===== config.mk =====
export PLATFORM = sky130hd
export DESIGN_NAME = nsf_formatter
export DESIGN_NICKNAME = d
export VERILOG_FILES = /design/src/design/nsf_pkg.sv /design/src/design/nsf_cvt_if.sv /design/src/design/nsf_bcd_conv.sv /design/src/design/nsf_formatter.sv
export SDC_FILE = /design/constraint.sdc
export NUM_CORES = 1
export LEC_CHECK = 0
export BUFFER_PORTS_ARGS = -buffer_cell sky130_fd_sc_hd__buf_2
export CAP_MARGIN = 20
export CORE_MARGIN = 5
export CORE_UTILIZATION = 45
export CTS_CLUSTER_DIAMETER = 200
export CTS_CLUSTER_SIZE = 8
export DETAILED_ROUTE_END_ITERATION = 8
export GPL_TIMING_DRIVEN = 0
export MAX_ROUTING_LAYER = met4
export PLACE_DENSITY = 0.66
export REMOVE_ABC_BUFFERS = 1
export SLEW_MARGIN = 20
export SYNTH_ARGS = -nofsm -noshare
export SYNTH_HDL_FRONTEND = slang
export SYNTH_SLANG_ARGS = --single-unit

===== constraint.sdc =====
create_clock -name clk -period 12.5 [get_ports clk]
set_clock_uncertainty 0.15 [all_clocks]
set_input_delay 0.625 -clock clk [delete_from_list [all_inputs] [get_ports clk]]
set_output_delay 0.625 -clock clk [all_outputs]
set_load 0.005 [all_outputs]

===== src/design/nsf_pkg.sv =====
// Shared types and constants for the navigation item formatter
package nsf_pkg;
    typedef enum logic [3:0] {
        IT_LAT, IT_LON, IT_TRK, IT_SPD, IT_DIST, IT_XTK, IT_DTK, IT_BRG,
        IT_VAR, IT_WARN, IT_ALT, IT_UTC, IT_DISC, IT_DDST, IT_TUNE
    } nsf_item_t;

    typedef enum {ST_LOAD, ST_CONV, ST_SEND} nsf_state_t;

    localparam int BIN_W = 24;
    localparam int DIG_N = 7;

    // Field widths, designator excluded
    localparam logic [3:0] W_LAT  = 4'h9;
    localparam logic [3:0] W_LON  = 4'hA;
    localparam logic [3:0] W_3    = 4'h3;
    localparam logic [3:0] W_4    = 4'h4;
    localparam logic [3:0] W_5    = 4'h5;
    localparam logic [3:0] W_6    = 4'h6;
    localparam logic [3:0] W_TUNE = 4'h7;
    localparam logic [3:0] W_UTC  = 4'h8;
    localparam logic [3:0] W_WARN = 4'h9;
    localparam logic [3:0] W_DISC = 4'hA;
    localparam logic [3:0] WARN_POS = 4'h4;

    // Scaling and limits
    localparam logic [23:0] SC_DEG  = 24'h002710;
    localparam logic [23:0] SC_MIN  = 24'h000064;
    localparam logic [15:0] XTK_DIV = 16'h000A;
    localparam logic [9:0]  SPD_MIN = 10'h002;
    localparam logic [11:0] EPE_LIM = 12'h17C;
    localparam logic [12:0] HALF_TURN = 13'h0708;
    localparam logic [12:0] FULL_TURN = 13'h0E10;

    // Characters
    localparam logic [7:0] CH_DASH  = 8'h2D;
    localparam logic [7:0] CH_SP    = 8'h20;
    localparam logic [7:0] CH_COLON = 8'h3A;
    localparam logic [7:0] CH_PLUS  = 8'h2B;
    localparam logic [7:0] CH_ZERO  = 8'h30;
    localparam logic [7:0] CH_ONE   = 8'h31;
    localparam logic [7:0] CH_TWO   = 8'h32;
    localparam logic [7:0] CH_A = 8'h41;
    localparam logic [7:0] CH_B = 8'h42;
    localparam logic [7:0] CH_C = 8'h43;
    localparam logic [7:0] CH_D = 8'h44;
    localparam logic [7:0] CH_E = 8'h45;
    localparam logic [7:0] CH_F = 8'h46;
    localparam logic [7:0] CH_G = 8'h47;
    localparam logic [7:0] CH_I = 8'h49;
    localparam logic [7:0] CH_L = 8'h4C;
    localparam logic [7:0] CH_N = 8'h4E;
    localparam logic [7:0] CH_O = 8'h4F;
    localparam logic [7:0] CH_P = 8'h50;
    localparam logic [7:0] CH_Q = 8'h51;
    localparam logic [7:0] CH_R = 8'h52;
    localparam logic [7:0] CH_S = 8'h53;
    localparam logic [7:0] CH_T = 8'h54;
    localparam logic [7:0] CH_W = 8'h57;
    localparam logic [7:0] CH_LA = 8'h61;
    localparam logic [7:0] CH_LJ = 8'h6A;
    localparam logic [7:0] CH_LL = 8'h6C;
    localparam logic [7:0] CH_LQ = 8'h71;
    localparam logic [7:0] CH_LT = 8'h74;
endpackage


===== src/design/nsf_cvt_if.sv =====
// Binary to decimal conversion request and result
`timescale 1ns/1ps
`default_nettype none
interface nsf_cvt_if #(
    parameter int BIN_W = 24,
    parameter int DIG_N = 7
);
    logic                   start;
    logic [BIN_W-1:0]       bin;
    logic                   done;
    logic [4*DIG_N-1:0]     bcd;
    modport ctl (output start, output bin, input done, input bcd);
    modport cvt (input start, input bin, output done, output bcd);
endinterface
`default_nettype wire


===== src/design/nsf_bcd_conv.sv =====
// Sequential shift-and-add-three binary to BCD converter
`timescale 1ns/1ps
`default_nettype none
module nsf_bcd_conv #(
    parameter int BIN_W = 24,
    parameter int DIG_N = 7
) (
    input  wire logic clk,
    input  wire logic rst,
    nsf_cvt_if.cvt    cv
);
    localparam int CW = $clog2(BIN_W + 1);
    localparam logic [CW-1:0] CNT_LAST = CW'(1);

    logic [BIN_W-1:0]   sh_reg;
    logic [4*DIG_N-1:0] acc_reg;
    logic [4*DIG_N-1:0] adj;
    logic [CW-1:0]      cnt_reg;
    logic               busy_reg;
    logic               done_reg;

    // Add three to every digit above four
    genvar g;
    generate
        for (g = 0; g < DIG_N; g++) begin : g_adj
            assign adj[g*4 +: 4] = (acc_reg[g*4 +: 4] > 4'h4) ?
                                   acc_reg[g*4 +: 4] + 4'h3 :
                                   acc_reg[g*4 +: 4];
        end
    endgenerate

    always_ff @(posedge clk) begin
        if (rst) begin
            sh_reg   <= '0;
            acc_reg  <= '0;
            cnt_reg  <= '0;
            busy_reg <= 1'b0;
            done_reg <= 1'b0;
        end else begin
            done_reg <= 1'b0;
            if (!busy_reg && cv.start) begin
                sh_reg   <= cv.bin;
                acc_reg  <= '0;
                cnt_reg  <= CW'(BIN_W);
                busy_reg <= 1'b1;
            end else if (busy_reg) begin
                {acc_reg, sh_reg} <= {adj[4*DIG_N-2:0], sh_reg, 1'b0};
                cnt_reg <= cnt_reg - CNT_LAST;
                if (cnt_reg == CNT_LAST) begin
                    busy_reg <= 1'b0;
                    done_reg <= 1'b1;
                end
            end
        end
    end

    assign cv.done = done_reg;
    assign cv.bcd  = acc_reg;
endmodule
`default_nettype wire


===== src/design/nsf_formatter.sv =====
// Navigation data to ASCII serial item formatter
`timescale 1ns/1ps
`default_nettype none
module nsf_formatter (
    input  wire logic        clk,
    input  wire logic        rst,
    input  wire logic        enh_mode,
    input  wire logic        pos_flag,
    input  wire logic        nav_flag,
    input  wire logic        lat_south,
    input  wire logic [6:0]  lat_deg,
    input  wire logic [5:0]  lat_min,
    input  wire logic [6:0]  lat_hund,
    input  wire logic        lon_west,
    input  wire logic [7:0]  lon_deg,
    input  wire logic [5:0]  lon_min,
    input  wire logic [6:0]  lon_hund,
    input  wire logic [9:0]  trk_deg,
    input  wire logic [9:0]  ground_speed_value,
    input  wire logic [19:0] dist_tenths,
    input  wire logic        xtk_right,
    input  wire logic [15:0] xtk_milli,
    input  wire logic [11:0] dtk_tenths,
    input  wire logic        course_selector_mode,
    input  wire logic [11:0] sel_course_tenths,
    input  wire logic [11:0] brg_tenths,
    input  wire logic [11:0] radial_tenths,
    input  wire logic        var_west,
    input  wire logic [11:0] var_tenths,
    input  wire logic [11:0] epe_hundredths,
    input  wire logic        alt_valid,
    input  wire logic        alt_neg,
    input  wire logic [16:0] alt_ft,
    input  wire logic [4:0]  utc_hour,
    input  wire logic [5:0]  utc_min,
    input  wire logic [5:0]  utc_sec,
    input  wire logic        wpt_alert,
    input  wire logic        turn_alert,
    input  wire logic        msg_new,
    input  wire logic        msg_persist,
    input  wire logic [1:0]  flight_phase,
    input  wire logic [1:0]  nav_mode,
    input  wire logic        to_flag,
    input  wire logic        from_flag,
    input  wire logic [19:0] dest_tenths,
    input  wire logic        tune_req,
    input  wire logic        voice_radio_target,
    input  wire logic [2:0]  tune_sys,
    input  wire logic [16:0] tune_khz,
    input  wire logic        char_ready,
    output logic      [7:0]  char_data,
    output logic             char_valid,
    output logic             tune_busy
);
    localparam int BW = nsf_pkg::BIN_W;

    nsf_cvt_if #(.BIN_W(BW), .DIG_N(nsf_pkg::DIG_N)) cv ();

    nsf_bcd_conv #(.BIN_W(BW), .DIG_N(nsf_pkg::DIG_N)) u_conv (
        .clk (clk),
        .rst (rst),
        .cv  (cv)
    );

    nsf_pkg::nsf_state_t state_reg;
    nsf_pkg::nsf_item_t  item_reg;
    nsf_pkg::nsf_item_t  ret_reg;
    nsf_pkg::nsf_item_t  nxt;
    logic [3:0]  pos_reg;
    logic [2:0]  dig_reg;
    logic        dash_reg;
    logic [27:0] bcd_reg;
    logic        pend_reg;
    logic        t_voice_reg;
    logic [2:0]  t_sys_reg;
    logic [16:0] t_khz_reg;
    logic [BW-1:0] val;
    logic [3:0]  wid;
    logic [2:0]  ndig;
    logic        dsh;
    logic [7:0]  desig;
    logic [7:0]  ch;
    logic        is_dig;
    logic        ovf;
    logic [12:0] recip_brg;
    logic [27:0] bcd_sh;
    logic [7:0]  dig_ch;
    logic        take;
    logic        last;

    // Reciprocal of the radial, folded into one turn
    always_comb begin
        recip_brg = 13'(radial_tenths) + nsf_pkg::HALF_TURN;
        if (recip_brg >= nsf_pkg::FULL_TURN) begin
            recip_brg = recip_brg - nsf_pkg::FULL_TURN;
        end
    end

    // Per-item value, width, digit count, dash condition, designator
    always_comb begin
        val   = '0;
        wid   = nsf_pkg::W_3;
        ndig  = 3'h3;
        dsh   = 1'b0;
        desig = nsf_pkg::CH_A;
        case (item_reg)
            nsf_pkg::IT_LAT: begin
                val = BW'(lat_deg) * nsf_pkg::SC_DEG
                    + BW'(lat_min) * nsf_pkg::SC_MIN + BW'(lat_hund);
                wid = nsf_pkg::W_LAT;
                ndig = 3'h6;
                dsh = pos_flag;
            end
            nsf_pkg::IT_LON: begin
                val = BW'(lon_deg) * nsf_pkg::SC_DEG
                    + BW'(lon_min) * nsf_pkg::SC_MIN + BW'(lon_hund);
                wid = nsf_pkg::W_LON;
                ndig = 3'h7;
                dsh = pos_flag;
                desig = nsf_pkg::CH_B;
            end
            nsf_pkg::IT_TRK: begin
                val = BW'(trk_deg);
                dsh = pos_flag | (enh_mode &&
                      ground_speed_value < nsf_pkg::SPD_MIN);
                desig = nsf_pkg::CH_C;
            end
            nsf_pkg::IT_SPD: begin
                val = BW'(ground_speed_value);
                dsh = pos_flag;
                desig = nsf_pkg::CH_D;
            end
            nsf_pkg::IT_DIST: begin
                val = BW'(dist_tenths);
                wid = nsf_pkg::W_5;
                ndig = 3'h5;
                dsh = nav_flag;
                desig = nsf_pkg::CH_E;
            end
            nsf_pkg::IT_XTK: begin
                val = enh_mode ? BW'(xtk_milli / nsf_pkg::XTK_DIV)
                               : BW'(xtk_milli);
                wid = nsf_pkg::W_5;
                ndig = 3'h4;
                dsh = nav_flag;
                desig = nsf_pkg::CH_G;
            end
            nsf_pkg::IT_DTK: begin
                val = course_selector_mode ? BW'(sel_course_tenths)
                                           : BW'(dtk_tenths);
                wid = nsf_pkg::W_4;
                ndig = 3'h4;
                dsh = nav_flag;
                desig = nsf_pkg::CH_I;
            end
            nsf_pkg::IT_BRG: begin
                val = course_selector_mode ? BW'(recip_brg)
                                           : BW'(brg_tenths);
                wid = nsf_pkg::W_4;
                ndig = 3'h4;
                dsh = pos_flag;
                desig = nsf_pkg::CH_L;
            end
            nsf_pkg::IT_VAR: begin
                val = BW'(var_tenths);
                wid = nsf_pkg::W_4;
                dsh = pos_flag;
                desig = nsf_pkg::CH_Q;
            end
            nsf_pkg::IT_WARN: begin
                wid = nsf_pkg::W_WARN;
                desig = nsf_pkg::CH_T;
            end
            nsf_pkg::IT_ALT: begin
                val = BW'(alt_ft);
                wid = nsf_pkg::W_6;
                ndig = 3'h5;
                dsh = !alt_valid;
                desig = nsf_pkg::CH_LA;
            end
            nsf_pkg::IT_UTC: begin
                val = BW'(utc_hour) * nsf_pkg::SC_DEG
                    + BW'(utc_min) * nsf_pkg::SC_MIN + BW'(utc_sec);
                wid = nsf_pkg::W_UTC;
                ndig = 3'h6;
                desig = nsf_pkg::CH_LJ;
            end
            nsf_pkg::IT_DISC: begin
                wid = nsf_pkg::W_DISC;
                desig = nsf_pkg::CH_LT;
            end
            nsf_pkg::IT_DDST: begin
                val = BW'(dest_tenths);
                wid = nsf_pkg::W_6;
                ndig = 3'h6;
                dsh = nav_flag;
                desig = nsf_pkg::CH_LL;
            end
            default: begin
                val = BW'(t_khz_reg);
                wid = nsf_pkg::W_TUNE;
                ndig = 3'h5;
                desig = nsf_pkg::CH_LQ;
            end
        endcase
    end

    // Value too wide for its digits
    assign ovf = |(cv.bcd >> {ndig, 2'b00});
    assign bcd_sh = bcd_reg >> {dig_reg, 2'b00};
    assign dig_ch = nsf_pkg::CH_ZERO | {4'h0, bcd_sh[3:0]};

    // Character at the current field position
    always_comb begin
        is_dig = 1'b0;
        ch = nsf_pkg::CH_DASH;
        if (pos_reg == 4'h0) begin
            ch = desig;
        end else if (dash_reg) begin
            ch = nsf_pkg::CH_DASH;
        end else begin
            case (item_reg)
                nsf_pkg::IT_LAT: begin
                    if (pos_reg == 4'h1) begin
                        ch = lat_south ? nsf_pkg::CH_S : nsf_pkg::CH_N;
                    end else if (pos_reg == 4'h2 || pos_reg == 4'h5) begin
                        ch = nsf_pkg::CH_SP;
                    end else begin
                        is_dig = 1'b1;
                    end
                end
                nsf_pkg::IT_LON: begin
                    if (pos_reg == 4'h1) begin
                        ch = lon_west ? nsf_pkg::CH_W : nsf_pkg::CH_E;
                    end else if (pos_reg == 4'h2 || pos_reg == 4'h6) begin
                        ch = nsf_pkg::CH_SP;
                    end else begin
                        is_dig = 1'b1;
                    end
                end
                nsf_pkg::IT_XTK: begin
                    if (pos_reg == 4'h1) begin
                        ch = xtk_right ? nsf_pkg::CH_R : nsf_pkg::CH_L;
                    end else begin
                        is_dig = 1'b1;
                    end
                end
                nsf_pkg::IT_VAR: begin
                    if (pos_reg == 4'h1) begin
                        ch = var_west ? nsf_pkg::CH_W : nsf_pkg::CH_E;
                    end else begin
                        is_dig = 1'b1;
                    end
                end
                nsf_pkg::IT_ALT: begin
                    if (pos_reg == 4'h1) begin
                        ch = alt_neg ? nsf_pkg::CH_DASH : nsf_pkg::CH_PLUS;
                    end else begin
                        is_dig = 1'b1;
                    end
                end
                nsf_pkg::IT_UTC: begin
                    if (pos_reg == 4'h3 || pos_reg == 4'h6) begin
                        ch = nsf_pkg::CH_COLON;
                    end else begin
                        is_dig = 1'b1;
                    end
                end
                nsf_pkg::IT_WARN: begin
                    if (pos_reg == nsf_pkg::WARN_POS &&
                        epe_hundredths > nsf_pkg::EPE_LIM) begin
                        ch = nsf_pkg::CH_A;
                    end
                end
                nsf_pkg::IT_DISC: begin
                    case (pos_reg)
                        4'h1: begin
                            if (wpt_alert) ch = nsf_pkg::CH_W;
                            else if (turn_alert) ch = nsf_pkg::CH_T;
                        end
                        4'h2: begin
                            if (msg_new) ch = nsf_pkg::CH_N;
                            else if (msg_persist) ch = nsf_pkg::CH_P;
                        end
                        4'h3: begin
                            case (flight_phase)
                                2'h0: ch = nsf_pkg::CH_E;
                                2'h1: ch = nsf_pkg::CH_T;
                                2'h2: ch = nsf_pkg::CH_R;
                                default: ch = nsf_pkg::CH_A;
                            endcase
                        end
                        4'h4: begin
                            case (nav_mode)
                                2'h0: ch = nsf_pkg::CH_L;
                                2'h1: ch = nsf_pkg::CH_D;
                                2'h2: ch = nsf_pkg::CH_O;
                                default: ch = nsf_pkg::CH_T;
                            endcase
                        end
                        4'h5: begin
                            if (to_flag) ch = nsf_pkg::CH_T;
                            else if (from_flag) ch = nsf_pkg::CH_F;
                        end
                        default: ch = nsf_pkg::CH_DASH;
                    endcase
                end
                nsf_pkg::IT_TUNE: begin
                    if (pos_reg == 4'h1) begin
                        ch = t_voice_reg ? nsf_pkg::CH_ONE
                                         : nsf_pkg::CH_TWO;
                    end else if (pos_reg == 4'h2) begin
                        ch = nsf_pkg::CH_ZERO | {5'h00, t_sys_reg};
                    end else begin
                        is_dig = 1'b1;
                    end
                end
                default: is_dig = 1'b1;
            endcase
        end
        if (is_dig) begin
            ch = dig_ch;
        end
    end

    assign take = (state_reg == nsf_pkg::ST_SEND) &&
                  (!char_valid || char_ready);
    assign last = take && (pos_reg == wid);
    assign nxt  = (item_reg == nsf_pkg::IT_TUNE) ? ret_reg :
                  (item_reg == nsf_pkg::IT_DDST) ? nsf_pkg::IT_LAT :
                  nsf_pkg::nsf_item_t'(item_reg + 4'h1);
    assign cv.start = (state_reg == nsf_pkg::ST_LOAD);
    assign cv.bin   = val;

    // Item sequencing
    always_ff @(posedge clk) begin
        if (rst) begin
            state_reg <= nsf_pkg::ST_LOAD;
            item_reg  <= nsf_pkg::IT_LAT;
            ret_reg   <= nsf_pkg::IT_LAT;
            pos_reg   <= 4'h0;
            dig_reg   <= 3'h0;
            dash_reg  <= 1'b0;
            bcd_reg   <= '0;
        end else begin
            case (state_reg)
                nsf_pkg::ST_LOAD: state_reg <= nsf_pkg::ST_CONV;
                nsf_pkg::ST_CONV: begin
                    if (cv.done) begin
                        bcd_reg   <= cv.bcd;
                        dash_reg  <= dsh | ovf;
                        dig_reg   <= ndig - 3'h1;
                        pos_reg   <= 4'h0;
                        state_reg <= nsf_pkg::ST_SEND;
                    end
                end
                default: begin
                    if (take) begin
                        pos_reg <= pos_reg + 4'h1;
                        if (is_dig) dig_reg <= dig_reg - 3'h1;
                    end
                    if (last) begin
                        state_reg <= nsf_pkg::ST_LOAD;
                        if (pend_reg) begin
                            ret_reg  <= nxt;
                            item_reg <= nsf_pkg::IT_TUNE;
                        end else begin
                            item_reg <= nxt;
                        end
                    end
                end
            endcase
        end
    end

    // Tuning request capture; a new request beats the clear
    always_ff @(posedge clk) begin
        if (rst) begin
            pend_reg    <= 1'b0;
            t_voice_reg <= 1'b0;
            t_sys_reg   <= 3'h0;
            t_khz_reg   <= '0;
        end else begin
            if (tune_req) begin
                pend_reg    <= 1'b1;
                t_voice_reg <= voice_radio_target;
                t_sys_reg   <= tune_sys;
                t_khz_reg   <= tune_khz;
            end else if (last) begin
                pend_reg <= 1'b0;
            end
        end
    end

    // Output character register
    always_ff @(posedge clk) begin
        if (rst) begin
            char_data  <= nsf_pkg::CH_DASH;
            char_valid <= 1'b0;
        end else if (take) begin
            char_data  <= ch;
            char_valid <= 1'b1;
        end else if (char_ready) begin
            char_valid <= 1'b0;
        end
    end

    always_ff @(posedge clk) begin
        if (rst) begin
            tune_busy <= 1'b0;
        end else begin
            tune_busy <= pend_reg | tune_req | (item_reg == nsf_pkg::IT_TUNE);
        end
    end
endmodule
`default_nettype wire


==> results of run 1 <==
==> stage by stage <==
stage | total power [uW] | setup slack, ns
floorplan | 1410 | 7.25
global placement | 1780 | 6.49
detailed placement | 1810 | 6.50
CTS | 2340 | 6.92
global route | 2520 | 6.53
finish | 2350 | 6.95
==> kinds of logic after synthesis <==
family                     share of synthesized area [%]
adders and majority gates                           23.1
other                                             0.0224
muxes                                               4.87
DFF                                                 16.2
and+or+nand+nor                                     17.4
xor gates and xnor gates                            6.28
AOI/OAI and AO/OA                                   24.8
buffers and inverters                               7.27
==> worst min path at each step <==
stage                     start  depth (start not counted)           end  slack, ns
floorplan           bcd_reg[10]                          2   bcd_reg[10]       0.28
global placement     bcd_reg[8]                          2    bcd_reg[8]       0.29
detailed placement   bcd_reg[5]                          2    bcd_reg[5]       0.30
CTS                 tune_khz[3]                          3  t_khz_reg[3]       0.27
global route        tune_sys[1]                          3  t_sys_reg[1]       0.28
finish              tune_khz[3]                          3  t_khz_reg[3]       0.28
==> worst min-delay path, delay by kind of cell <==
family	cells	cell delay (ns)
buffers and inverters	1	0.07
AND/OR/NAND/NOR	1	0.07
multiplexers	1	0.05
==> cell type report <==
class / count / share of cell area (%)
inverter: 205 / 4.04
tap: 468 / 3.07
clock buffer: 17 / 2.23
sequential: 136 / 14.3
clock inverter: 15 / 0.946
antenna: 1 / 0.0131
timing repair buffer: 284 / 7.85
multi-input combinational: 1723 / 67.5
==> power by group <==
part / internal [uW] / switching (uW) / total [uW]
Combinational: 550 / 791 / 1340
Sequential: 460 / 21.7 / 482
Clock: 302 / 222 / 523
==> routing by layer <==
layer	global-route usage (%)	part of all wire (%)	vias up
met5	-	0	-
met2	45.1	47	593
li1	-	-	8196
met4	7.40	2.7	0
met3	3.55	6.2	87
met1	35.5	44	8024
==> placed cells by master (no fill, tap or decap), types with 10 or more instances in the layout <==
cell type	count
sky130_fd_sc_hd__buf_2	275
sky130_fd_sc_hd__ha_1	248
sky130_fd_sc_hd__inv_1	203
sky130_fd_sc_hd__a21oi_1	192
sky130_fd_sc_hd__nand2_1	183
sky130_fd_sc_hd__nor2_1	173
sky130_fd_sc_hd__dfxtp_1	134
sky130_fd_sc_hd__o21ai_0	120
sky130_fd_sc_hd__xnor2_1	80
sky130_fd_sc_hd__mux2i_1	67
sky130_fd_sc_hd__nand3_1	48
sky130_fd_sc_hd__nor3_1	43
sky130_fd_sc_hd__a22oi_1	41
sky130_fd_sc_hd__fa_1	38
sky130_fd_sc_hd__xor2_1	37
sky130_fd_sc_hd__nand2b_1	29
sky130_fd_sc_hd__nor2b_1	24
sky130_fd_sc_hd__o21bai_1	24
sky130_fd_sc_hd__a21o_1	22
sky130_fd_sc_hd__o211ai_1	21
sky130_fd_sc_hd__o221ai_1	19
sky130_fd_sc_hd__and2_1	18
sky130_fd_sc_hd__a221oi_1	18
sky130_fd_sc_hd__clkbuf_16	17
sky130_fd_sc_hd__o22ai_1	16
sky130_fd_sc_hd__a222oi_1	16
sky130_fd_sc_hd__a211oi_1	14
sky130_fd_sc_hd__a31oi_1	14
sky130_fd_sc_hd__nand4_1	13
sky130_fd_sc_hd__a311oi_1	11
sky130_fd_sc_hd__nor2_2	10
sky130_fd_sc_hd__or3_1	10
sky130_fd_sc_hd__nor4_1	10
==> results, run 1 <==
- The run finished with clean final reports.
- The number of enable-type register cells in the synthesized netlist is 0.
- After detailed placement, the total cell area comes to 18400 sq um.
- The delay of the slowest cell on the worst path is 0.55 ns.
- The wire length of the first global-routing pass is 88500 microns.
- The finished layout cell area is 19000 sq um.
- In this run the vertical extent of the chip is 203 microns.
- In the final layout, the share of cells above drive strength 1 is 15.7%.
- By count the netlist is led by sky130_fd_sc_hd__ha_1, sky130_fd_sc_hd__inv_1, sky130_fd_sc_hd__a21oi_1.
- After synthesis the netlist holds a flip-flop and latch count of 136.
- For this run, the number of Yosys warnings is 0.
- The filler cells instantiated in the layout total 3595.
- Ranked by total cell area, the synthesized netlist is headed by sky130_fd_sc_hd__ha_1, sky130_fd_sc_hd__dfxtp_1, sky130_fd_sc_hd__a21oi_1.
- The fraction of the core area covered by cells at the end of the flow is 51.9%.
- The critical path starts at lon_deg[3].
- In this design, the largest share of critical-path delay is due to adder cells.
- The nature of the critical path endpoint is a flop.
- In this run the static leakage power is 0.00867 uW.
- TritonCTS built the clock tree.
- The critical-path cell with the highest stage delay is sky130_fd_sc_hd__fa_1.
- The total power per unit cell area is 123 nW/um^2.
- The floorplan die width is 203 microns.
- The number of setup violations in the final report is 0.
- After global routing the overflow that remains totals 0.
- Once the floorplan was initialized, standard cells occupied 45.7% of the core.
- In the routed design, unresolved DRC markers number 0.
- In this run, post-CTS repair resized a total of 0 instances.
- The async set-or-reset flop fraction in the synthesized netlist is 0%.
- Across the VDD grid, the largest voltage drop is 0.109 mV.
- Using the TritonRoute via totals, the vias-per-cell ratio works out to 5.93.
- The maximum clock rate is 180 MHz.
- Clock tree synthesis found a total of 136 sinks.
- The routability congestion estimate from global placement is 0.958.
- The synthesized netlist contains 93 unique library cells.
- The number of cells on the critical path is 24.
- The sequential cells in the finished layout cover a total of 2730 sq um.
- The signal on the critical path passes through buf_2 > ha_1 > ha_1 > inv_1 > fa_1 > fa_1 > inv_1 > fa_1 > a21o_1 > a21oi_1 > o21bai_1 > a21oi_1 > nor2b_1 > o21a_1 > o21ai_0 > nand2b_1 > a21oi_1 > xnor2_1 > nand2_1 > nor2_1 > xor2_1 > o32ai_1 > a222oi_1 > nor2_1.
- Across every metal layer, demand over resource in global routing totals 27.3%.
- The register-to-register setup slack is 7.98 ns.
- The data required time at the worst endpoint is 12.66 ns.
- The prevailing post-synth register cell is sky130_fd_sc_hd__dfxtp_1.
- STA classifies the critical path startpoint as an input pin.
- The final net count is 2921.
- The number of clock buffers inserted by TritonCTS is 17.
- Detailed placement ended at an HPWL of 46100 microns.
- In the synthesized netlist, the number of instances is 2171.
- The share of the clock period used by the worst path is 44.4%.
- The core area is 36700 sq um.
- The floorplan die area is 41200 sq um.
- The wire length reported by the detailed router is 57000 microns.
- Once detail routing completed, the nets flagged for antenna violations numbered 0.
- Across all layers, the routed design uses 16900 vias.
- No sink is reached through more buffers than the 2 on the longest clock path.
- The most frequent cell after synthesis is sky130_fd_sc_hd__ha_1.
- The setup TNS is 0 ns.
- The startpoint identified for the worst register-to-register timing path is item_reg[1].
- Counting cells, the worst reg-to-reg path comes to 12.
- The count of maximum capacitance violations is 0.
- The post-synthesis area per instance is 7.72 sq um.
- The number of antenna violations at the first check in global routing is 2.
- The worst setup path endpoint is u_conv.sh_reg[21].
- The pin count of the biggest net entering global routing is 56.
- The number of buffers inserted to repair setup after CTS is 0.
- Measured against its own limit, the worst slew margin works out to 25.9%.
- The path class of the tightest hold or removal check is input pin to flop.
- The number of cell rows is 70.
- The average wire length per cell after detail routing is 20.0 microns.
- Summing all multi-input logic gate instances after layout gives 12900 sq um.
- The critical setup path kind is input pin to flop.
- The clock tree root buffer cell is sky130_fd_sc_hd__clkbuf_16.
- The sequential cell area fraction in the yosys report is 16.2%.
- In this run the cell area of the synthesized design comes to 16800 sq um.
- The area growth from synthesis to final layout is 13.6%.
- The clock period minus final worst setup slack is 5.55 ns.
- Setup repair after global routing left no endpoint under its margin.
- The total of hold buffers inserted after clock tree synthesis is 0.
- The count of buffers from port buffering is 276.
- The number of pins with negative max-slew slack in the final report was 0.
- The proportion of netlist area held by the largest area contributor is 18.5%.
- The final-layout worst hold slack is 0.277 ns.
- The clock network latency to the later pin of the worst-skew pair is 0.44 ns.
- The number of cells after detailed placement is 2816.
- The sum of buffers and inverters on the critical path is 3.
- The clock tree synthesis step divided the H-tree into 4 levels.
- The number of ports placed on the die boundary is 278.
- The number of standard cells in the layout, taps in and fillers out is 2849.
- The synthesized design spends more area on one cell type than any other, namely sky130_fd_sc_hd__ha_1.
- The violation count after the first detailed-routing iteration is 1654.
- The capture point of the worst reg-to-reg path is u_conv.sh_reg[8].
- At the pin with the least slew margin, the transition time is 1.08 ns.
- The via count of the first global-routing pass is 16319.
- The largest fanout of any net on the critical path is 5.
- After clock tree synthesis, the clock-pin slew on the worst setup and hold paths is 0.07 ns.
- The length of the first detailed-routing pass in iterations is 7.
- The signal arrival time at the worst endpoint is 5.72 ns.
- The number of endpoints with negative hold slack in the final report is 0.
Power figures use the tool's default switching activity.
==> inputs of run 2 (changes only) <==
--- a/config.mk
+++ b/config.mk
@@ -14,7 +14,7 @@
 export DETAILED_ROUTE_END_ITERATION = 8
 export GPL_TIMING_DRIVEN = 0
 export MAX_ROUTING_LAYER = met4
-export PLACE_DENSITY = 0.66
+export PLACE_DENSITY = 0.69
 export REMOVE_ABC_BUFFERS = 1
 export SLEW_MARGIN = 20
 export SYNTH_ARGS = -nofsm -noshare
==> constraint.sdc (replaced) <==
create_clock -name clk -period 5 [get_ports clk]
set_clock_uncertainty 0.15 [all_clocks]
set_input_delay 0.25 -clock clk [delete_from_list [all_inputs] [get_ports clk]]
set_output_delay 0.25 -clock clk [all_outputs]
set_load 0.005 [all_outputs]
==> run 2 against run 1 <==
Against the previous run: non-clock buffer count rose by 23; clock-buffer cell count did not move; global-route usage rose by 0.18 points; die area did not move; first-iteration DRC count fell by 14%; clock power rose by 140%; power rose to 2.5 times the previous value; critical path depth fell by 5; register-to-register slack got worse by 7.4 ns; sequential share of layout area fell by 0.24 points; combinational power rose to 2.5 times the previous value; critical endpoint is now u_conv.sh_reg[16]; highest routed layer unchanged.
==> results, run 2 (same netlist as run 1, synthesis figures left out) <==
- In this run the remaining antenna-violating nets after routing total 0.
- The peak supply drop is 0.243 mV.
- Setup violations remaining at the end of the flow were counted as 0.
- Using the TritonRoute via totals, the vias-per-cell ratio works out to 5.96.
- The most numerous cell type found on the critical path is sky130_fd_sc_hd__ha_1.
- In this run the standard cell core region covers 36700 sq um.
- The run finished with clean final reports.
- Measured along the y axis, the die boundary spans 203 microns.
- The clock period minus final worst setup slack is 4.77 ns.
- The longest clock path from root to sink contains 2 buffers.
- The signal arrival time at the worst endpoint is 4.93 ns.
- The floorplan die width is 203 microns.
- 278 I/O pins were placed.
- The residual overflow from global routing is 0.
- The critical path in this run is classified as input pin to flop.
- The number of clock buffers inserted by TritonCTS is 17.
- Total power for the finished layout comes to 5890 uW.
- In the final design database the tool counted 2944 nets.
- The worst min-delay path class is input pin to flop.
- The number of cells after detailed placement is 2814.
- Setup repair after global routing could not meet its margin everywhere.
- In the final routed layout, each cell accounts on average for 20.0 microns.
- The critical-path cell with the highest stage delay is sky130_fd_sc_hd__fa_1.
- After legalization and detailed placement, the total HPWL measured 45800 microns.
- The count of maximum capacitance violations is 0.
- On the worst path, the slowest cell contributes a delay of 0.55 ns.
- The total power per unit cell area is 304 nW/um^2.
- The most common library cell in the layout ignoring fill and taps is sky130_fd_sc_hd__buf_2.
- Along the worst hold path, the cell count comes to 2.
- The signal on the critical path passes through clkbuf_4 > ha_1 > ha_1 > inv_1 > fa_1 > fa_1 > inv_1 > fa_1 > ha_1 > ha_1 > a21oi_1 > o21bai_1 > a21oi_1 > and3b_1 > xor2_1 > a221oi_1 > o21ai_0 > o211ai_1 > a21oi_1.
- The die covers 41200 sq um.
- Of all nets on the critical path, the largest fanout is 5.
- OpenSTA, run right after detailed placement, puts the worst setup slack at -0.593 ns.
- TritonCTS built the clock tree.
- The number of antenna violations at the first check in global routing came to 1.
- The pre-antenna-repair detailed-routing pass consisted of 6 iterations.
- The relative max-transition margin is 31.5%.
- In this run the most used layer during global routing was met2.
- Clock latency on the worst-skew pair, taken at its later pin, is 0.43 ns.
- The routed layout has 17105 vias.
- The number of cell rows is 70.
- The total global-route track usage is 27.5%.
- STA classifies the critical path endpoint as a flop.
- The met1 usage is 34.7%.
- The maximum clock rate is 210 MHz.
- Clock-pin slew was measured on the worst setup and hold paths at 0.07 ns.
- The analysis attributes to cell leakage a power of 0.00879 uW.
- The count of buffers from port buffering is 276.
- The number of pins with negative max-slew slack in the final report is 0.
- The wire length of the first global-routing pass is 89700 microns.
- The initial utilization of the core area, before any placement, comes to 45.7%.
- Measured in cells, the most critical reg-to-reg path has a length of 10.
- After the first detailed-routing iteration, the DRC count stood at 1429.
- The pin count of the biggest net entering global routing is 72.
- The area growth from synthesis to layout is 15.5%.
- The filler cell count is 3525.
- The cell sitting at the root of the clock tree is a sky130_fd_sc_hd__clkbuf_16.
- The via count of the first global-routing pass was 16732.
- For met2 alone, demand over resource in global routing was 46.0%.
- The H-tree generated during clock tree synthesis spans 4 levels.
- The setup TNS is 0 ns.
- The number of standard cells in the layout, taps in and fillers out is 2871.
- The share of the clock period used by the worst path is 95.4%.
- The top cell types in the final layout, fill and taps aside, are sky130_fd_sc_hd__buf_2, sky130_fd_sc_hd__ha_1, sky130_fd_sc_hd__inv_1.
- Clock tree synthesis found a total of 136 sinks.
- The number of endpoints with negative hold slack in the final report is 0.
- The transition at the pin with the smallest max-transition slack is 1.03 ns.
- The share of final-layout standard cells stronger than drive strength 1 is 16.2%.
- The minimum setup slack in the final design is 0.228 ns.
- Wires add up to 57300 microns.
- The residual DRC count is 0.
- Routability-driven placement finished with a final weighted congestion of 0.973.
- STA classifies the critical path startpoint as an input pin.
- The met3 track demand over resource in global routing is 3.69%.
- The data required time at the worst endpoint is 5.15 ns.
[run 2: final timing paths]
kind	to	start	slack, ns
worst min-delay path	bcd_reg[7]	rst	0.05
worst min register to register	bcd_reg[15]	bcd_reg[15]	0.31
worst max register to register	u_conv.sh_reg[9]	item_reg[1]	0.60
worst max-delay path	u_conv.sh_reg[16]	lon_deg[3]	0.23
[run 2: per-stage QoR]
stage / hold slack [ns] / instance area, sq um / utilization (%)
after floorplan: 0.166 / 16300 / -
after global placement: 0.292 / 18300 / 49.8
after detailed placement: 0.298 / 18400 / 50.2
after CTS: 0.0437 / 19300 / 52.5
after global routing: 0.0645 / 19400 / 52.8
final: 0.0541 / 19400 / 52.8
[run 2: critical path, delay by kind of cell]
kind            cells  cell delay, ns
compound gates      7            1.30
xor+xnor            1            0.14
fa+ha+maj           7            2.72
buf+inv             3            0.28
simple gates        1            0.22
[run 2: area by class of cell]
cell class              count  area, sq um  area share [%]
multi-input cells        1723        13000            67.0
well taps                 468          586            3.02
diodes                      1         2.50          0.0129
repair buffers            307         1730            8.92
clock inverters            14          160           0.827
flip-flops and latches    136         2730            14.1
clock buffers              17          425            2.20
inverters                 205          769            3.97
[run 2: layer usage]
layer | up-vias | part of all wire, %
met5 | - | 0
met4 | 0 | 3.2
li1 | 8244 | -
met3 | 102 | 6.7
met2 | 608 | 48
met1 | 8151 | 43
[run 2: report_power, final]
part	switching [uW]	internal (uW)	total, uW	leakage (uW)
clock network	539	745	1280	0.000288
registers	55.4	1150	1210	0.00111
logic	1970	1430	3400	0.00739
total	2560	3320	5890	0.00879
[run 2: what timing repair did]
| item | in CTS | in global routing |
|---|---|---|
| pin swaps | 1 | 10 |
| endpoints found under the setup margin | 1 | 6 |
| hold buffers | 22 | 0 |
| setup buffers | 0 | 3 |
| resized for setup | 4 | 21 |
| hold endpoints to repair | 22 | 0 |
==> inputs of run 3 (changes only) <==
--- a/config.mk
+++ b/config.mk
@@ -14,7 +14,7 @@
 export DETAILED_ROUTE_END_ITERATION = 8
 export GPL_TIMING_DRIVEN = 0
 export MAX_ROUTING_LAYER = met4
-export PLACE_DENSITY = 0.69
+export PLACE_DENSITY = 0.72
 export REMOVE_ABC_BUFFERS = 1
 export SLEW_MARGIN = 20
 export SYNTH_ARGS = -nofsm -noshare
==> run 3 against run 2 <==
Against the previous run: fmax fell by 0.36%; final area barely moved; critical path type unchanged; clock-buffer cell count did not move; sequential share of layout area barely moved; highest routed layer unchanged; global-route usage rose by 0.059 points; utilization barely moved.
==> results, run 3 (same netlist as run 1, synthesis figures left out) <==
- The run finished with clean final reports.
- The number of placed instances, taps included, is 2816.
- The floorplan die area is 41200 sq um.
- The via count of the first global-routing pass is 16374.
- For this run, the top clock speed supported by timing is 209 MHz.
- The clock reaches the later pin of the worst-skew pair after 0.43 ns.
- The pre-CTS setup slack is -0.654 ns.
- For this block, the routed nets add up to 57500 microns of wire.
- The violation count after the first detailed-routing iteration is 1629.
- The clock net in this run drives a total of 136 sinks.
- By startpoint and endpoint, the worst setup path is classified as input pin to flop.
- The kind of launch point of the worst setup path is an input pin.
- The residual overflow from global routing is 0.
- For this configuration, the core starts out at a cell density of 45.7%.
- The share of the clock period used by the worst path is 95.8%.
- The pin count of the biggest net entering global routing is 73.
- The routability congestion estimate from global placement is 0.976.
- The number of pins with negative max-slew slack in the final report is 0.
- In this run the critical register-to-register path is launched from item_reg[1].
- The clock period minus final worst setup slack is 4.79 ns.
- In this run the vertical extent of the chip is 203 microns.
- The count of buffers from port buffering is 276.
- The depth of the most critical reg-to-reg path is 11.
- Leaving out fill and tap cells, the most frequent cells in the layout are sky130_fd_sc_hd__buf_2, sky130_fd_sc_hd__ha_1, sky130_fd_sc_hd__inv_1.
- Clock-pin slew was measured on the worst setup and hold paths at 0.07 ns.
- The library cell used most frequently in the layout, excluding fill and tap cells, is sky130_fd_sc_hd__buf_2.
- The leakage dissipation is 0.00878 uW.
- The number of antenna violations at the first check in global routing was 4.
- The area growth from synthesis to layout is 15.4%.
- In the final routed layout, each cell accounts on average for 20.0 microns.
- Setup slack on the worst reg-to-reg path comes out at 0.63 ns.
- The worst setup path endpoint is u_conv.sh_reg[21].
- The first detailed-routing pass ran for 6 iterations.
- The HPWL after detailed placement is 45900 microns.
- The core area is 36700 sq um.
- The clock tree from TritonCTS is done.
- Dividing total power by cell area gives a power density of 305 nW/um^2.
- In this run the tightest slew margin relative to its limit is 21.3%.
- The signal arrival time at the worst endpoint is 4.95 ns.
- The final net count is 2942.
- The worst setup path is captured at a flop.
- Once placement finished, the instance area stood at 18500 sq um.
- The floorplan step set the die width to 203 microns.
- The total via count after detailed routing is 17158.
- In the routed layout, each cell is associated on average with a via count of 5.97.
- The worst hold path belongs to the class input pin to flop.
- The peak supply drop is 0.366 mV.
- The count of maximum capacitance violations is 0.
- Setup repair after global routing could not meet its margin everywhere.
- The worst register-to-register path ends at u_conv.sh_reg[8].
- The count of nets left with antenna violations after detail routing is 0.
- The number of clock buffers inserted by TritonCTS is 17.
- For the pin with the worst max-slew slack, the measured transition is 1.18 ns.
- No sink is reached through more buffers than the 2 on the longest clock path.
- The number of ports placed on the die boundary is 278.
- The data required time at the worst endpoint is 5.16 ns.
- Along the worst hold path, the cell count comes to 3.
- The total global-route track usage is 27.5%.
- Cells fill 52.8% of the core in the end.
- The floorplan has 70 rows.
- The finished layout cell area is 19400 sq um.
- The number of standard cells in the layout, taps in and fillers out is 2873.
- The clock tree root buffer cell is sky130_fd_sc_hd__clkbuf_16.
- Fill cells in the final layout number 3502.
- The first global-routing pass estimated 89800 microns of wire.
- The number of endpoints with negative hold slack in the final report came to 0.
- The start point of the critical path is lon_deg[3].
- The largest fanout of any net on the critical path is 5.
- In this run the number of H-tree levels came out at 4.
- The share of final-layout standard cells stronger than drive strength 1 is 16.1%.
- Across all setup checks in the final design, the least slack found is 0.210 ns.
- The residual DRC count is 0.
- The number of setup violations in the final report is 0.
-- run 3: cell types whose count changed in the layout (fill, tap and decap cells not counted), moves of 2 or more --
cell,delta
sky130_fd_sc_hd__clkinv_4,-2
sky130_fd_sc_hd__diode_2,+3
sky130_fd_sc_hd__xnor2_2,-2
sky130_fd_sc_hd__inv_6,-2
sky130_fd_sc_hd__bufinv_16,-2
sky130_fd_sc_hd__xnor2_1,+2
sky130_fd_sc_hd__dlygate4sd3_1,-3
sky130_fd_sc_hd__inv_8,+3
sky130_fd_sc_hd__clkinv_8,+7
-- run 3: worst min-delay path by stage --
stage / startpoint / to
2_1_floorplan: rst / u_conv.sh_reg[1]
3_3_place_gp: bcd_reg[12] / bcd_reg[12]
3_5_place_dp: bcd_reg[13] / bcd_reg[13]
4_1_cts: tune_khz[3] / t_khz_reg[3]
5_1_grt: tune_khz[3] / t_khz_reg[3]
6_report: tune_khz[3] / t_khz_reg[3]
-- run 3: metrics by stage --
step / TNS (ns) / total power [uW] / hold slack (ns)
5_1_grt: -0.0703 / 6340 / 0.00404
2_1_floorplan: 0 / 3520 / 0.166
3_3_place_gp: -3.96 / 4440 / 0.290
4_1_cts: 0 / 5860 / 0.00285
3_5_place_dp: -2.21 / 4520 / 0.297
6_report: 0 / 5910 / 0.00729
-- run 3: timing repair --
item | 4_1_cts | 5_1_grt
endpoints found under the hold margin | 19 | 0
hold buffers | 19 | 0
buffers inserted | 1 | 1
pin swaps | 1 | 6
endpoints found under the setup margin | 1 | 5
gates resized for setup | 5 | 11
-- run 3: cell type report --
type | count | area [sq um] | area share [%]
diodes | 4 | 10.0 | 0.0517
clock buffers | 17 | 425 | 2.20
clock inverters | 15 | 194 | 1.00
inverters | 205 | 769 | 3.97
multi-input cells | 1723 | 12900 | 66.8
flip-flops and latches | 136 | 2730 | 14.1
well taps | 468 | 586 | 3.02
repair buffers | 305 | 1720 | 8.89
-- run 3: power by group --
part	switching [uW]	total, uW	internal (uW)
registers	55.1	1210	1150
clock network	607	1290	683
logic	2000	3410	1410
-- run 3: routing by layer --
layer | vias to the layer above | global-route usage [%] | share of wire [%]
met5 | - | - | 0
met4 | 0 | 7.52 | 3.1
met3 | 107 | 3.99 | 7.6
met2 | 707 | 45.7 | 48
met1 | 8100 | 35.4 | 42
li1 | 8244 | - | -
-- run 3: critical path, cell delays in order --
cell                       delay [ns]
sky130_fd_sc_hd__clkbuf_4        0.16
sky130_fd_sc_hd__ha_1            0.28
sky130_fd_sc_hd__ha_1            0.28
sky130_fd_sc_hd__inv_1           0.05
sky130_fd_sc_hd__fa_1            0.46
sky130_fd_sc_hd__fa_1            0.56
sky130_fd_sc_hd__inv_1           0.07
sky130_fd_sc_hd__fa_2            0.39
sky130_fd_sc_hd__a21o_1          0.20
sky130_fd_sc_hd__a21oi_2         0.16
sky130_fd_sc_hd__o21bai_1        0.10
sky130_fd_sc_hd__a21oi_2         0.14
sky130_fd_sc_hd__buf_4           0.14
sky130_fd_sc_hd__nand2_1         0.05
sky130_fd_sc_hd__o21ba_2         0.19
sky130_fd_sc_hd__o21ai_0         0.14
sky130_fd_sc_hd__and3_1          0.20
sky130_fd_sc_hd__nand2_1         0.09
sky130_fd_sc_hd__nor2_2          0.12
sky130_fd_sc_hd__nand2_1         0.09
sky130_fd_sc_hd__nor2_2          0.14
sky130_fd_sc_hd__xor2_2          0.23
sky130_fd_sc_hd__o32ai_2         0.12
sky130_fd_sc_hd__a222oi_1        0.25
sky130_fd_sc_hd__nor2_1          0.06
